File: config.mk
export PLATFORM = sky130hd
export DESIGN_NAME = afe_offset_gain_lvds_regs
export DESIGN_NICKNAME = d
export VERILOG_FILES = /design/src/afeogl_pkg.sv /design/src/afeogl_wr_if.sv /design/src/afeogl_field_reg.sv /design/src/afe_offset_gain_lvds_regs.sv
export VERILOG_INCLUDE_DIRS = /design/src
export SDC_FILE = /design/constraint.sdc
export NUM_CORES = 1
export LEC_CHECK = 0
export ABC_AREA = 1
export BUFFER_PORTS_ARGS = -buffer_cell sky130_fd_sc_hd__buf_2
export CAP_MARGIN = 15
export CELL_PAD_IN_SITES_DETAIL_PLACEMENT = 1
export CELL_PAD_IN_SITES_GLOBAL_PLACEMENT = 1
export CORE_MARGIN = 1.5
export CORE_UTILIZATION = 37
export DETAILED_ROUTE_END_ITERATION = 8
export PLACE_DENSITY = 0.8
export SLEW_MARGIN = 5
export SYNTH_ARGS = -nofsm -noshare
export SYNTH_HDL_FRONTEND = slang
export SYNTH_HIERARCHICAL = 1
export SYNTH_SLANG_ARGS = --single-unit
File: constraint.sdc
create_clock -name clk -period 1.45 [get_ports clk]
set_clock_uncertainty 0.2 [all_clocks]
set_input_delay 0.0725 -clock clk [delete_from_list [all_inputs] [get_ports clk]]
set_output_delay 0.0725 -clock clk [all_outputs]
set_load 0.1 [all_outputs]
File: src/afeogl_defs.svh
// Purpose: Offsets, field positions, masks and reset values of the AFE setting registers
// Assumes: 10-bit registers on an 8-bit register index
// Notes: Definitions only
`ifndef AFEOGL_DEFS_SVH
`define AFEOGL_DEFS_SVH

`define AFEOGL_ADDR_W 8
`define AFEOGL_DATA_W 10
`define AFEOGL_LANES 5

`define AFEOGL_OFS_CONV_MODE 8'h0F
`define AFEOGL_OFS_RED_ODD_OFFSET 8'h10
`define AFEOGL_OFS_RED_EVEN_OFFSET 8'h11
`define AFEOGL_OFS_GREEN_ODD_OFFSET 8'h12
`define AFEOGL_OFS_GREEN_EVEN_OFFSET 8'h13
`define AFEOGL_OFS_BLUE_ODD_OFFSET 8'h14
`define AFEOGL_OFS_BLUE_EVEN_OFFSET 8'h15
`define AFEOGL_OFS_LANE_CTRL 8'h16
`define AFEOGL_OFS_RED_ODD_GAIN 8'h18
`define AFEOGL_OFS_RED_EVEN_GAIN 8'h19
`define AFEOGL_OFS_GREEN_ODD_GAIN 8'h1A
`define AFEOGL_OFS_GREEN_EVEN_GAIN 8'h1B
`define AFEOGL_OFS_BLUE_ODD_GAIN 8'h1C
`define AFEOGL_OFS_BLUE_EVEN_GAIN 8'h1D

`define AFEOGL_RST_CONV_MODE 10'h049
`define AFEOGL_RST_OFFSET 10'h200
`define AFEOGL_RST_LANE_CTRL 10'h1F0
`define AFEOGL_RST_GAIN 10'h09F

`define AFEOGL_MASK_CONV_MODE 10'h0CF
`define AFEOGL_MASK_OFFSET 10'h3FF
`define AFEOGL_MASK_LANE_CTRL 10'h1F5
`define AFEOGL_MASK_GAIN 10'h3FF

`define AFEOGL_BUF_STRENGTH_HI 7
`define AFEOGL_BUF_STRENGTH_LO 6
`define AFEOGL_BIAS_HI 3
`define AFEOGL_BIAS_LO 0
`define AFEOGL_RANGE_HI 9
`define AFEOGL_RANGE_LO 8
`define AFEOGL_GAIN_HI 7
`define AFEOGL_GAIN_LO 0
`define AFEOGL_LANE_EN_HI 8
`define AFEOGL_LANE_EN_LO 4
`define AFEOGL_TEST_PATTERN_BIT 2
`define AFEOGL_EMPHASIS_BIT 0

`define AFEOGL_TEST_PATTERN_SEED 5'h15

`endif

File: src/afeogl_pkg.sv
// Purpose: Types shared by the AFE setting register bank
// Assumes: Constants live in afeogl_defs.svh
// Notes: Types only
package afeogl_pkg;

  typedef enum logic [1:0] {
    AFEOGL_BUF_HALF,
    AFEOGL_BUF_UNITY,
    AFEOGL_BUF_X1P4,
    AFEOGL_BUF_X1P7
  } afeogl_buf_strength_t;

  typedef logic [9:0] afeogl_word_t;

endpackage

File: src/afeogl_wr_if.sv
// Purpose: Write path from the access decoder to each storage register
// Assumes: One clock domain
// Notes: Shared by all register instances
`timescale 1ns/100ps
interface afeogl_wr_if;
  logic wrStrobe;
  logic [7:0] wrAddr;
  afeogl_pkg::afeogl_word_t wrData;

  modport source (
    output wrStrobe,
    output wrAddr,
    output wrData
  );

  modport sink (
    input wrStrobe,
    input wrAddr,
    input wrData
  );
endinterface

File: src/afeogl_field_reg.sv
// Purpose: One 10-bit setting register with address match and write mask
// Assumes: Write path comes from the same clock domain
// Notes: Masked-off bits stay zero and read as zero
`timescale 1ns/100ps
module afeogl_field_reg #(
  parameter logic [7:0] ADDR = 8'h00,
  parameter afeogl_pkg::afeogl_word_t RESET_VALUE = 10'h000,
  parameter afeogl_pkg::afeogl_word_t WRITE_MASK = 10'h3FF
) (
  input wire logic clk,
  input wire logic rst,
  afeogl_wr_if.sink wr,
  output afeogl_pkg::afeogl_word_t value
);

  afeogl_pkg::afeogl_word_t value_q;

  always_ff @(posedge clk or posedge rst) begin
    if (rst) begin
      value_q <= RESET_VALUE & WRITE_MASK;
    end else if (wr.wrStrobe && (wr.wrAddr == ADDR)) begin
      value_q <= wr.wrData & WRITE_MASK;
    end
  end

  assign value = value_q;

endmodule // afeogl_field_reg

File: src/afe_offset_gain_lvds_regs.sv
// Purpose: Setting register bank for buffer, bias, channel offset/gain and output lane control
// Assumes: Host register accesses arrive on clk as single-cycle strobes; video lanes on clk
// Notes: Read data is registered one cycle after the read strobe
//
// What this block does
// Converter mode bits 7:6 hold buffer strength, 01 default, four encodings.
// Host sets bias bits 3:0 to 0x9, 0xB or 0xD by clock rate.
// Six 10-bit read-write channel offset registers, each resetting to 0x200.
// Host touches offset and gain registers only while the converter clock runs.
// Six gain registers: range select bits 9:8, gain code 7:0, reset 0x09F.
// Host always writes zero to bit 0 of every gain register.
// Lane enables in bits 8:4; a cleared enable forces that lane to zero.
// Bit 2 of lane control replaces video with the test code pattern.
// Bit 0 of lane control turns on output pre-emphasis.
// Reserved bits ignore writes and read as zero.
// After reset all five lanes enabled, test pattern and pre-emphasis off.
`timescale 1ns/100ps
`include "afeogl_defs.svh"
module afe_offset_gain_lvds_regs #(
  parameter int LANES = `AFEOGL_LANES
) (
  input wire logic clk,
  input wire logic rst,
  input wire logic regWr,
  input wire logic regRd,
  input wire logic [`AFEOGL_ADDR_W-1:0] regAddr,
  input wire logic [`AFEOGL_DATA_W-1:0] regWrData,
  output logic [`AFEOGL_DATA_W-1:0] regRdData,
  output logic regRdValid,
  input wire logic [LANES-1:0] videoLane,
  output logic [LANES-1:0] laneOut,
  output afeogl_pkg::afeogl_buf_strength_t bufferStrength,
  output logic [3:0] converterBias,
  output logic [9:0] redOddOffset,
  output logic [9:0] redEvenOffset,
  output logic [9:0] greenOddOffset,
  output logic [9:0] greenEvenOffset,
  output logic [9:0] blueOddOffset,
  output logic [9:0] blueEvenOffset,
  output logic [1:0] redOddRangeSelect,
  output logic [1:0] redEvenRangeSelect,
  output logic [1:0] greenOddRangeSelect,
  output logic [1:0] greenEvenRangeSelect,
  output logic [1:0] blueOddRangeSelect,
  output logic [1:0] blueEvenRangeSelect,
  output logic [7:0] redOddGain,
  output logic [7:0] redEvenGain,
  output logic [7:0] greenOddGain,
  output logic [7:0] greenEvenGain,
  output logic [7:0] blueOddGain,
  output logic [7:0] blueEvenGain,
  output logic [LANES-1:0] laneEnable,
  output logic testPatternEnable,
  output logic outputEmphasisEnable
);

  localparam int NREGS = 14;
  localparam int IDX_MODE = 0;
  localparam int IDX_OFS0 = 1;
  localparam int IDX_LANE = 7;
  localparam int IDX_GAIN0 = 8;

  localparam logic [NREGS-1:0][7:0] REG_ADDR = {
    `AFEOGL_OFS_BLUE_EVEN_GAIN, `AFEOGL_OFS_BLUE_ODD_GAIN,
    `AFEOGL_OFS_GREEN_EVEN_GAIN, `AFEOGL_OFS_GREEN_ODD_GAIN,
    `AFEOGL_OFS_RED_EVEN_GAIN, `AFEOGL_OFS_RED_ODD_GAIN,
    `AFEOGL_OFS_LANE_CTRL,
    `AFEOGL_OFS_BLUE_EVEN_OFFSET, `AFEOGL_OFS_BLUE_ODD_OFFSET,
    `AFEOGL_OFS_GREEN_EVEN_OFFSET, `AFEOGL_OFS_GREEN_ODD_OFFSET,
    `AFEOGL_OFS_RED_EVEN_OFFSET, `AFEOGL_OFS_RED_ODD_OFFSET,
    `AFEOGL_OFS_CONV_MODE
  };

  // Reset and write-mask per register index
  function automatic afeogl_pkg::afeogl_word_t resetOf(input int idx);
    if (idx == IDX_MODE) begin
      return `AFEOGL_RST_CONV_MODE;
    end else if (idx < IDX_LANE) begin
      return `AFEOGL_RST_OFFSET;
    end else if (idx == IDX_LANE) begin
      return `AFEOGL_RST_LANE_CTRL;
    end else begin
      return `AFEOGL_RST_GAIN;
    end
  endfunction

  function automatic afeogl_pkg::afeogl_word_t maskOf(input int idx);
    if (idx == IDX_MODE) begin
      return `AFEOGL_MASK_CONV_MODE;
    end else if (idx < IDX_LANE) begin
      return `AFEOGL_MASK_OFFSET;
    end else if (idx == IDX_LANE) begin
      return `AFEOGL_MASK_LANE_CTRL;
    end else begin
      return `AFEOGL_MASK_GAIN;
    end
  endfunction

  afeogl_wr_if wrBus ();
  afeogl_pkg::afeogl_word_t regVal [NREGS];

  assign wrBus.wrStrobe = regWr;
  assign wrBus.wrAddr = regAddr;
  assign wrBus.wrData = regWrData;

  genvar gi;
  generate
    for (gi = 0; gi < NREGS; gi++) begin : gRegs
      afeogl_field_reg #(
        .ADDR(REG_ADDR[gi]),
        .RESET_VALUE(resetOf(gi)),
        .WRITE_MASK(maskOf(gi))
      ) uReg (
        .clk(clk),
        .rst(rst),
        .wr(wrBus),
        .value(regVal[gi])
      );
    end
  endgenerate

  // Register read: unmapped indices return zero
  logic [`AFEOGL_DATA_W-1:0] rdMux;
  always_comb begin
    rdMux = '0;
    for (int i = 0; i < NREGS; i++) begin
      if (regAddr == REG_ADDR[i]) begin
        rdMux = regVal[i];
      end
    end
  end

  logic [`AFEOGL_DATA_W-1:0] regRdData_q;
  logic regRdValid_q;
  always_ff @(posedge clk or posedge rst) begin
    if (rst) begin
      regRdData_q <= '0;
      regRdValid_q <= 1'b0;
    end else begin
      regRdValid_q <= regRd;
      if (regRd) begin
        regRdData_q <= rdMux;
      end
    end
  end
  assign regRdData = regRdData_q;
  assign regRdValid = regRdValid_q;

  // Field views; every one is a slice of a register flop
  assign bufferStrength = afeogl_pkg::afeogl_buf_strength_t'(
    regVal[IDX_MODE][`AFEOGL_BUF_STRENGTH_HI:`AFEOGL_BUF_STRENGTH_LO]);
  assign converterBias = regVal[IDX_MODE][`AFEOGL_BIAS_HI:`AFEOGL_BIAS_LO];
  assign redOddOffset = regVal[IDX_OFS0];
  assign redEvenOffset = regVal[IDX_OFS0+1];
  assign greenOddOffset = regVal[IDX_OFS0+2];
  assign greenEvenOffset = regVal[IDX_OFS0+3];
  assign blueOddOffset = regVal[IDX_OFS0+4];
  assign blueEvenOffset = regVal[IDX_OFS0+5];
  assign redOddRangeSelect = regVal[IDX_GAIN0][`AFEOGL_RANGE_HI:`AFEOGL_RANGE_LO];
  assign redEvenRangeSelect = regVal[IDX_GAIN0+1][`AFEOGL_RANGE_HI:`AFEOGL_RANGE_LO];
  assign greenOddRangeSelect = regVal[IDX_GAIN0+2][`AFEOGL_RANGE_HI:`AFEOGL_RANGE_LO];
  assign greenEvenRangeSelect = regVal[IDX_GAIN0+3][`AFEOGL_RANGE_HI:`AFEOGL_RANGE_LO];
  assign blueOddRangeSelect = regVal[IDX_GAIN0+4][`AFEOGL_RANGE_HI:`AFEOGL_RANGE_LO];
  assign blueEvenRangeSelect = regVal[IDX_GAIN0+5][`AFEOGL_RANGE_HI:`AFEOGL_RANGE_LO];
  assign redOddGain = regVal[IDX_GAIN0][`AFEOGL_GAIN_HI:`AFEOGL_GAIN_LO];
  assign redEvenGain = regVal[IDX_GAIN0+1][`AFEOGL_GAIN_HI:`AFEOGL_GAIN_LO];
  assign greenOddGain = regVal[IDX_GAIN0+2][`AFEOGL_GAIN_HI:`AFEOGL_GAIN_LO];
  assign greenEvenGain = regVal[IDX_GAIN0+3][`AFEOGL_GAIN_HI:`AFEOGL_GAIN_LO];
  assign blueOddGain = regVal[IDX_GAIN0+4][`AFEOGL_GAIN_HI:`AFEOGL_GAIN_LO];
  assign blueEvenGain = regVal[IDX_GAIN0+5][`AFEOGL_GAIN_HI:`AFEOGL_GAIN_LO];
  assign laneEnable = regVal[IDX_LANE][`AFEOGL_LANE_EN_HI:`AFEOGL_LANE_EN_LO];
  assign testPatternEnable = regVal[IDX_LANE][`AFEOGL_TEST_PATTERN_BIT];
  assign outputEmphasisEnable = regVal[IDX_LANE][`AFEOGL_EMPHASIS_BIT];

  // Test code: alternating pattern, inverted every clock
  logic [LANES-1:0] pattern_q;
  always_ff @(posedge clk or posedge rst) begin
    if (rst) begin
      pattern_q <= LANES'(`AFEOGL_TEST_PATTERN_SEED);
    end else begin
      pattern_q <= ~pattern_q;
    end
  end

  // Lane output: source select, then per-lane enable gate
  logic [LANES-1:0] laneOut_q;
  logic [LANES-1:0] laneOut_d;
  always_comb begin
    laneOut_d = testPatternEnable ? pattern_q : videoLane;
    laneOut_d = laneOut_d & laneEnable;
  end
  always_ff @(posedge clk or posedge rst) begin
    if (rst) begin
      laneOut_q <= '0;
    end else begin
      laneOut_q <= laneOut_d;
    end
  end
  assign laneOut = laneOut_q;

endmodule // afe_offset_gain_lvds_regs

=== Word-level counts from Yosys, hierarchy flattened ===
Index checks and enable logic that the tools add are counted.

* Equality and inequality tests: 14
* Mux-type cells: 15
* Bitwise gates (word level): 2
* Reduce and logical (&&, ||, !) cells: 14

{| class="wikitable"
|+ Operators by type and width
! cell !! count
|-
| $mux 10 || 13
|-
| $eq 8x5->1 const B || 13
|-
| $logic_and 1x1->1 || 14
|-
| $eq 8x4->1 const B || 1
|-
| $mux 8 || 1
|-
| $and 5x5->5 || 1
|-
| $mux 5 || 1
|-
| $not 5->5 || 1
|}

* Register bits: 154
* Input bits: 27
* Output and inout bits: 149
* Logic and storage cells: 63

=== Longest topological paths before layout ===
* Depth after elaboration: 15
* Mapped depth: 15

=== Cells and area by module ===
The synthesis kept the hierarchy.

{| class="wikitable"
|+ Modules (own cells, without submodules)
! module !! instances !! cells each !! area an instance (um^2) !! sequential area each (um^2)
|-
| afe_offset_gain_lvds_regs || 1 || 363 || 2185.8 || 529.3
|-
| afeogl_field_reg at gRegs[10].uReg ... || 2 || 55 || 474.2 || 257.7
|-
| afeogl_field_reg at gRegs[2].uReg ... || 2 || 56 || 471.7 || 251.5
|-
| afeogl_field_reg at gRegs[4].uReg || 1 || 56 || 501.7 || 251.5
|-
| afeogl_field_reg at gRegs[13].uReg || 1 || 56 || 478.0 || 257.7
|-
| afeogl_field_reg at gRegs[12].uReg || 1 || 55 || 471.7 || 257.7
|-
| afeogl_field_reg at gRegs[6].uReg || 1 || 55 || 467.9 || 251.5
|-
| afeogl_field_reg at gRegs[8].uReg || 1 || 54 || 467.9 || 257.7
|-
| afeogl_field_reg at gRegs[1].uReg || 1 || 55 || 465.4 || 251.5
|-
| afeogl_field_reg at gRegs[11].uReg || 1 || 52 || 462.9 || 257.7
|-
| afeogl_field_reg at gRegs[5].uReg || 1 || 54 || 461.7 || 251.5
|-
| afeogl_field_reg at gRegs[7].uReg || 1 || 44 || 387.9 || 181.4
|-
| afeogl_field_reg at gRegs[0].uReg || 1 || 45 || 372.9 || 153.9
|}

=== Worst setup path after synthesis ===
No wires, ideal clock.

* Kind: reg2reg
* Start: register gRegs[3].uReg.value_q[7]
* End: register regRdData_q[7], in the netlist regRdData[7]
* Data arrival time: 1.580 ns
* Data required time: 1.130 ns
* Setup slack: -0.450 ns
* Stages on the path, launching flop included: 10
* Buffers on the path: 0
* Period minus slack after synthesis: 1.900 ns
* Cells stage by stage: dfrtp_1 > nor3b_1 > nor2_1 > nand3_1 > o21bai_1 > nand3_1 > nor2_1 > nand3_1 > nand2_1 > nand2_1

* Cells in the longest elaborated chain, start to end: 11

{| class="wikitable"
|+ Ends and longest elaborated chain
! item !! line !! RTL
|-
| start: declaration || afeogl_field_reg.sv:16 || <nowiki>afeogl_pkg::afeogl_word_t value_q;</nowiki>
|-
| start signal: assignment || afeogl_field_reg.sv:20 || <nowiki>value_q <= RESET_VALUE & WRITE_MASK;</nowiki>
|-
| start signal: assignment || afeogl_field_reg.sv:22 || <nowiki>value_q <= wr.wrData & WRITE_MASK;</nowiki>
|-
| $mux 10 (11 in series) || afe_offset_gain_lvds_regs.sv:127 || <nowiki>if (regAddr == REG_ADDR[i]) begin</nowiki>
|-
| end signal: assignment || afe_offset_gain_lvds_regs.sv:142 || <nowiki>regRdData_q <= rdMux;</nowiki>
|-
| end: declaration || afe_offset_gain_lvds_regs.sv:133 || <nowiki>logic [`AFEOGL_DATA_W-1:0] regRdData_q;</nowiki>
|}

No other way between the ends.
A chain may end at the register's enable or synchronous reset.

=== Final worst setup path ===
* Start: register gRegs[1].uReg.value_q[5]
* End: register regRdData_q[5], in the netlist regRdData[5]

* Cells in the longest elaborated chain, start to end: 13

{| class="wikitable"
|+ Ends and longest elaborated chain
! item !! line
|-
| start: declaration || afeogl_field_reg.sv:16
|-
| start signal: assignment || afeogl_field_reg.sv:20
|-
| start signal: assignment || afeogl_field_reg.sv:22
|-
| $mux 10 (13 in series) || afe_offset_gain_lvds_regs.sv:127
|}

No other way between the ends.

==> run_results.csv <==
group,metric,value,unit
layout,final_nets,1548,
critical_path,worstSetupStartpointType,"register",
floorplan,die_area,0.0242,mm^2
synthesis,synth_ff_type,"dfrtp_1",
placed_design,finalWeightedCongestion,0.925,
placed_design,post-place-ws,-684,ps
layout,layout-drive-gt1-share,0.465,
synthesis,yosys_register_bits,154,
timing,maxSlewHeadroom,0.572,
run,maxCapViolations,0,
clock_tree,clk_pin_slew,80,ps
layout,syn_to_final_growth,71.6,%
grt,track_usage,0.437,
run_status,status,"finished with violations",
run_status,violations,"negative setup slack",
synthesis,synthDistinctLibCells,33,
floorplan,die_w,156,um
grt,antenna_found_initial,3,
timing,setup_viol,136,
timing,slew_viol_final,0,
layout,utilization,0.651,
grt,grt-ovfl-total,0,
timing,hold_viol,0,
clock_tree,htree_levels,4,
floorplan,rows,55,
critical_path,crit_path_end_kind,"register",
synthesis,synthArstFlopShare,1.00,
detailed_routing,viasPerCell,6.51,
clock_tree,cts_buffer_depth,2,
grt,grt_pass1_wl,77700,um
timing,period_share,1.43,
detailed_routing,wirelength,59800,um
floorplan,initial_utilization,0.379,
detailed_routing,wl_per_cell,32.9,um
critical_path,r2r_cells,10,
detailed_routing,dr.pass1.iters,7,
timing,fmax,484,MHz
synthesis,ys_seq_area_frac,0.455,
timing,rsz0062_at_grt,"yes",
clock_tree,clk_latency,460,ps
timing,period_needed,2070,ps
detailed_routing,drcViolationCount,0,
detailed_routing,drt_iter0_drc,1494,
hold_path,hold_class,"input port to register",
floorplan,io_pins,176,
grt,grt_max_degree,17,
power,p_per_area,920,mW/mm^2
clock_tree,cts_tree,"done",
hold_path,min_path_cells,7,
timing,tightest_slew,640,ps
grt,grt_pass1_vias,12100,
placed_design,dp_hpwl,29800,um
synthesis,syn_inst,1111,
detailed_routing,vias,11900,
layout,fill_cells,2550,
power,p_leak,7.27,nW
clock_tree,numClockSinks,154,
synthesis,syn_area,0.00862,mm^2
synthesis,avgSynthCellArea,7.75,um^2
critical_path,worstSetupPathType,"register to register",
floorplan,core,0.0227,mm^2
clock_tree,cts_inserted_buffers,17,
critical_path,worstPathMaxFanout,2,
critical_path,arrival,2220,ps
critical_path,required,1600,ps
floorplan,die_h,156,um
placed_design,port_buffers,175,
synthesis,synth_warnings,6,
synthesis,synth_edf_count,0,
timing,setup_ws,-618,ps
clock_tree,cts_root_buf,"clkbuf_16",
power,ir_worst_vdd,0.815,mV
detailed_routing,ant_nets,0,
==> cells in the mapped netlist (4+ instances only) <==
| master | instances | share of area |
|---|---|---|
| dfrtp_1 | 101 | 0.29 |
| o21ai_1 | 4 | 0.0023 |
| buf_2 | 13 | 0.0076 |
| o21bai_1 | 7 | 0.0061 |
| buf_6 | 4 | 0.0052 |
| inv_2 | 7 | 0.0031 |
| nor2_2 | 37 | 0.027 |
| nand4_1 | 146 | 0.11 |
| dfstp_2 | 53 | 0.16 |
| or2_0 | 5 | 0.0036 |
| buf_4 | 23 | 0.020 |
| nand3_1 | 45 | 0.026 |
| nand2_2 | 6 | 0.0044 |
| a21oi_1 | 17 | 0.0099 |
| nor2_4 | 12 | 0.016 |
| nand2_1 | 413 | 0.18 |
| o2111ai_1 | 5 | 0.0051 |
| nand3_2 | 13 | 0.015 |
| clkbuf_4 | 8 | 0.0070 |
| nor2_1 | 29 | 0.013 |
| inv_1 | 118 | 0.051 |
| o21ai_0 | 19 | 0.011 |
==> final timing paths <==
check                                       start                     end  slack (ps)
max in group asynchronous                     rst  gRegs[1].uReg/value[8]         320
min reg2reg                          pattern_q[1]            pattern_q[1]         220
max                        gRegs[1].uReg/value[5]            regRdData[5]        -620
min                                    regAddr[5]  gRegs[4].uReg/value[7]          60
max reg2reg                gRegs[1].uReg/value[5]            regRdData[5]        -620
min in group asynchronous                     rst  gRegs[0].uReg/value[1]         200
==> worst max-delay path, cell delays in order (launching register included) <==
cell and delay [ps]:
dfrtp_4 510, nand3_2 80, nand2_2 80, nor2_4 130, nand4_1 110, o21ai_2 180, nand4_1 230, nor2_4 190
nand3_2 110, nand2_2 90, nand2_1 60
==> registers in the layout (all words and copies together), names as in the netlist <==
name	count
gRegs.uReg/value	133
laneOut	5
pattern_q	5
regRdData	10
regRdValid	1
==> placed cells by master, fill, tap and decap left out, drive strengths merged, types with 8 or more instances in the layout <==
cell type and n:
nand2 421, buf 419, nand4 146, inv 132, dfrtp 101, nor2 78, nand3 61, dfstp 53
o21ai 23, clkbuf 18, dlygate4sd3 17, a21oi 17, or2 8
==> what timing repair did <==
item,4_1_cts,5_1_grt
setup buffers,57,29
hold endpoints to repair,282,0
setup endpoints to repair,145,121
hold buffers,17,0
cloned,0,0
pin swaps,13,40
resized for setup,121,76
==> logic make-up (layout without fill, tap and decap cells) <==
kind of cell	Yosys count	after routing	synth area share
compound gates	54	54	0.0362
other cells	2	9	0.000872
buf+inv	178	596	0.0964
simple gates	723	723	0.412
flops	154	154	0.455
==> through the flow <==
stage / instance area (um^2) / power (mW) / std cells / hold WS [ps] / setup TNS [ps]
floorplan: 8920 / 6.82 / 1116 / -339 / -1500
global placement: 12900 / 8.31 / 1698 / 40.1 / -6680
detailed placement: 12900 / 8.42 / 1698 / 55.2 / -15280
CTS: 14400 / 13.0 / 1801 / 15.5 / -7920
global route: 14800 / 13.7 / 1819 / 76.3 / -14710
finish: 14800 / 13.6 / 1821 / 55.6 / -14390
==> routing by layer <==
metal	wire length [um]	vias up	track usage
met4	6350	4	0.341
met5	25	-	0
met2	25800	1213	0.692
met3	7790	490	0.108
met1	19900	5692	0.508
li1	-	4452	-
==> where the power goes <==
group	internal (mW)	switching (mW)	total, mW
Clock	2.24	2.33	4.57
Combinational	1.32	2.81	4.13
Sequential	4.58	0.311	4.89
Total	8.15	5.45	13.6
==> layout make-up <==
| class | instances | area, um^2 | share of cell area |
|---|---|---|---|
| multi-input combinational | 784 | 4220 | 0.285 |
| clock buffer | 18 | 429 | 0.0290 |
| sequential | 154 | 4080 | 0.276 |
| antenna | 2 | 5.00 | 0.000339 |
| inverter | 128 | 484 | 0.0328 |
| clock inverter | 14 | 114 | 0.00770 |
| tap | 285 | 357 | 0.0241 |
| timing repair buffer | 436 | 5090 | 0.344 |
Note: power is estimated with default switching activity, not from simulation.
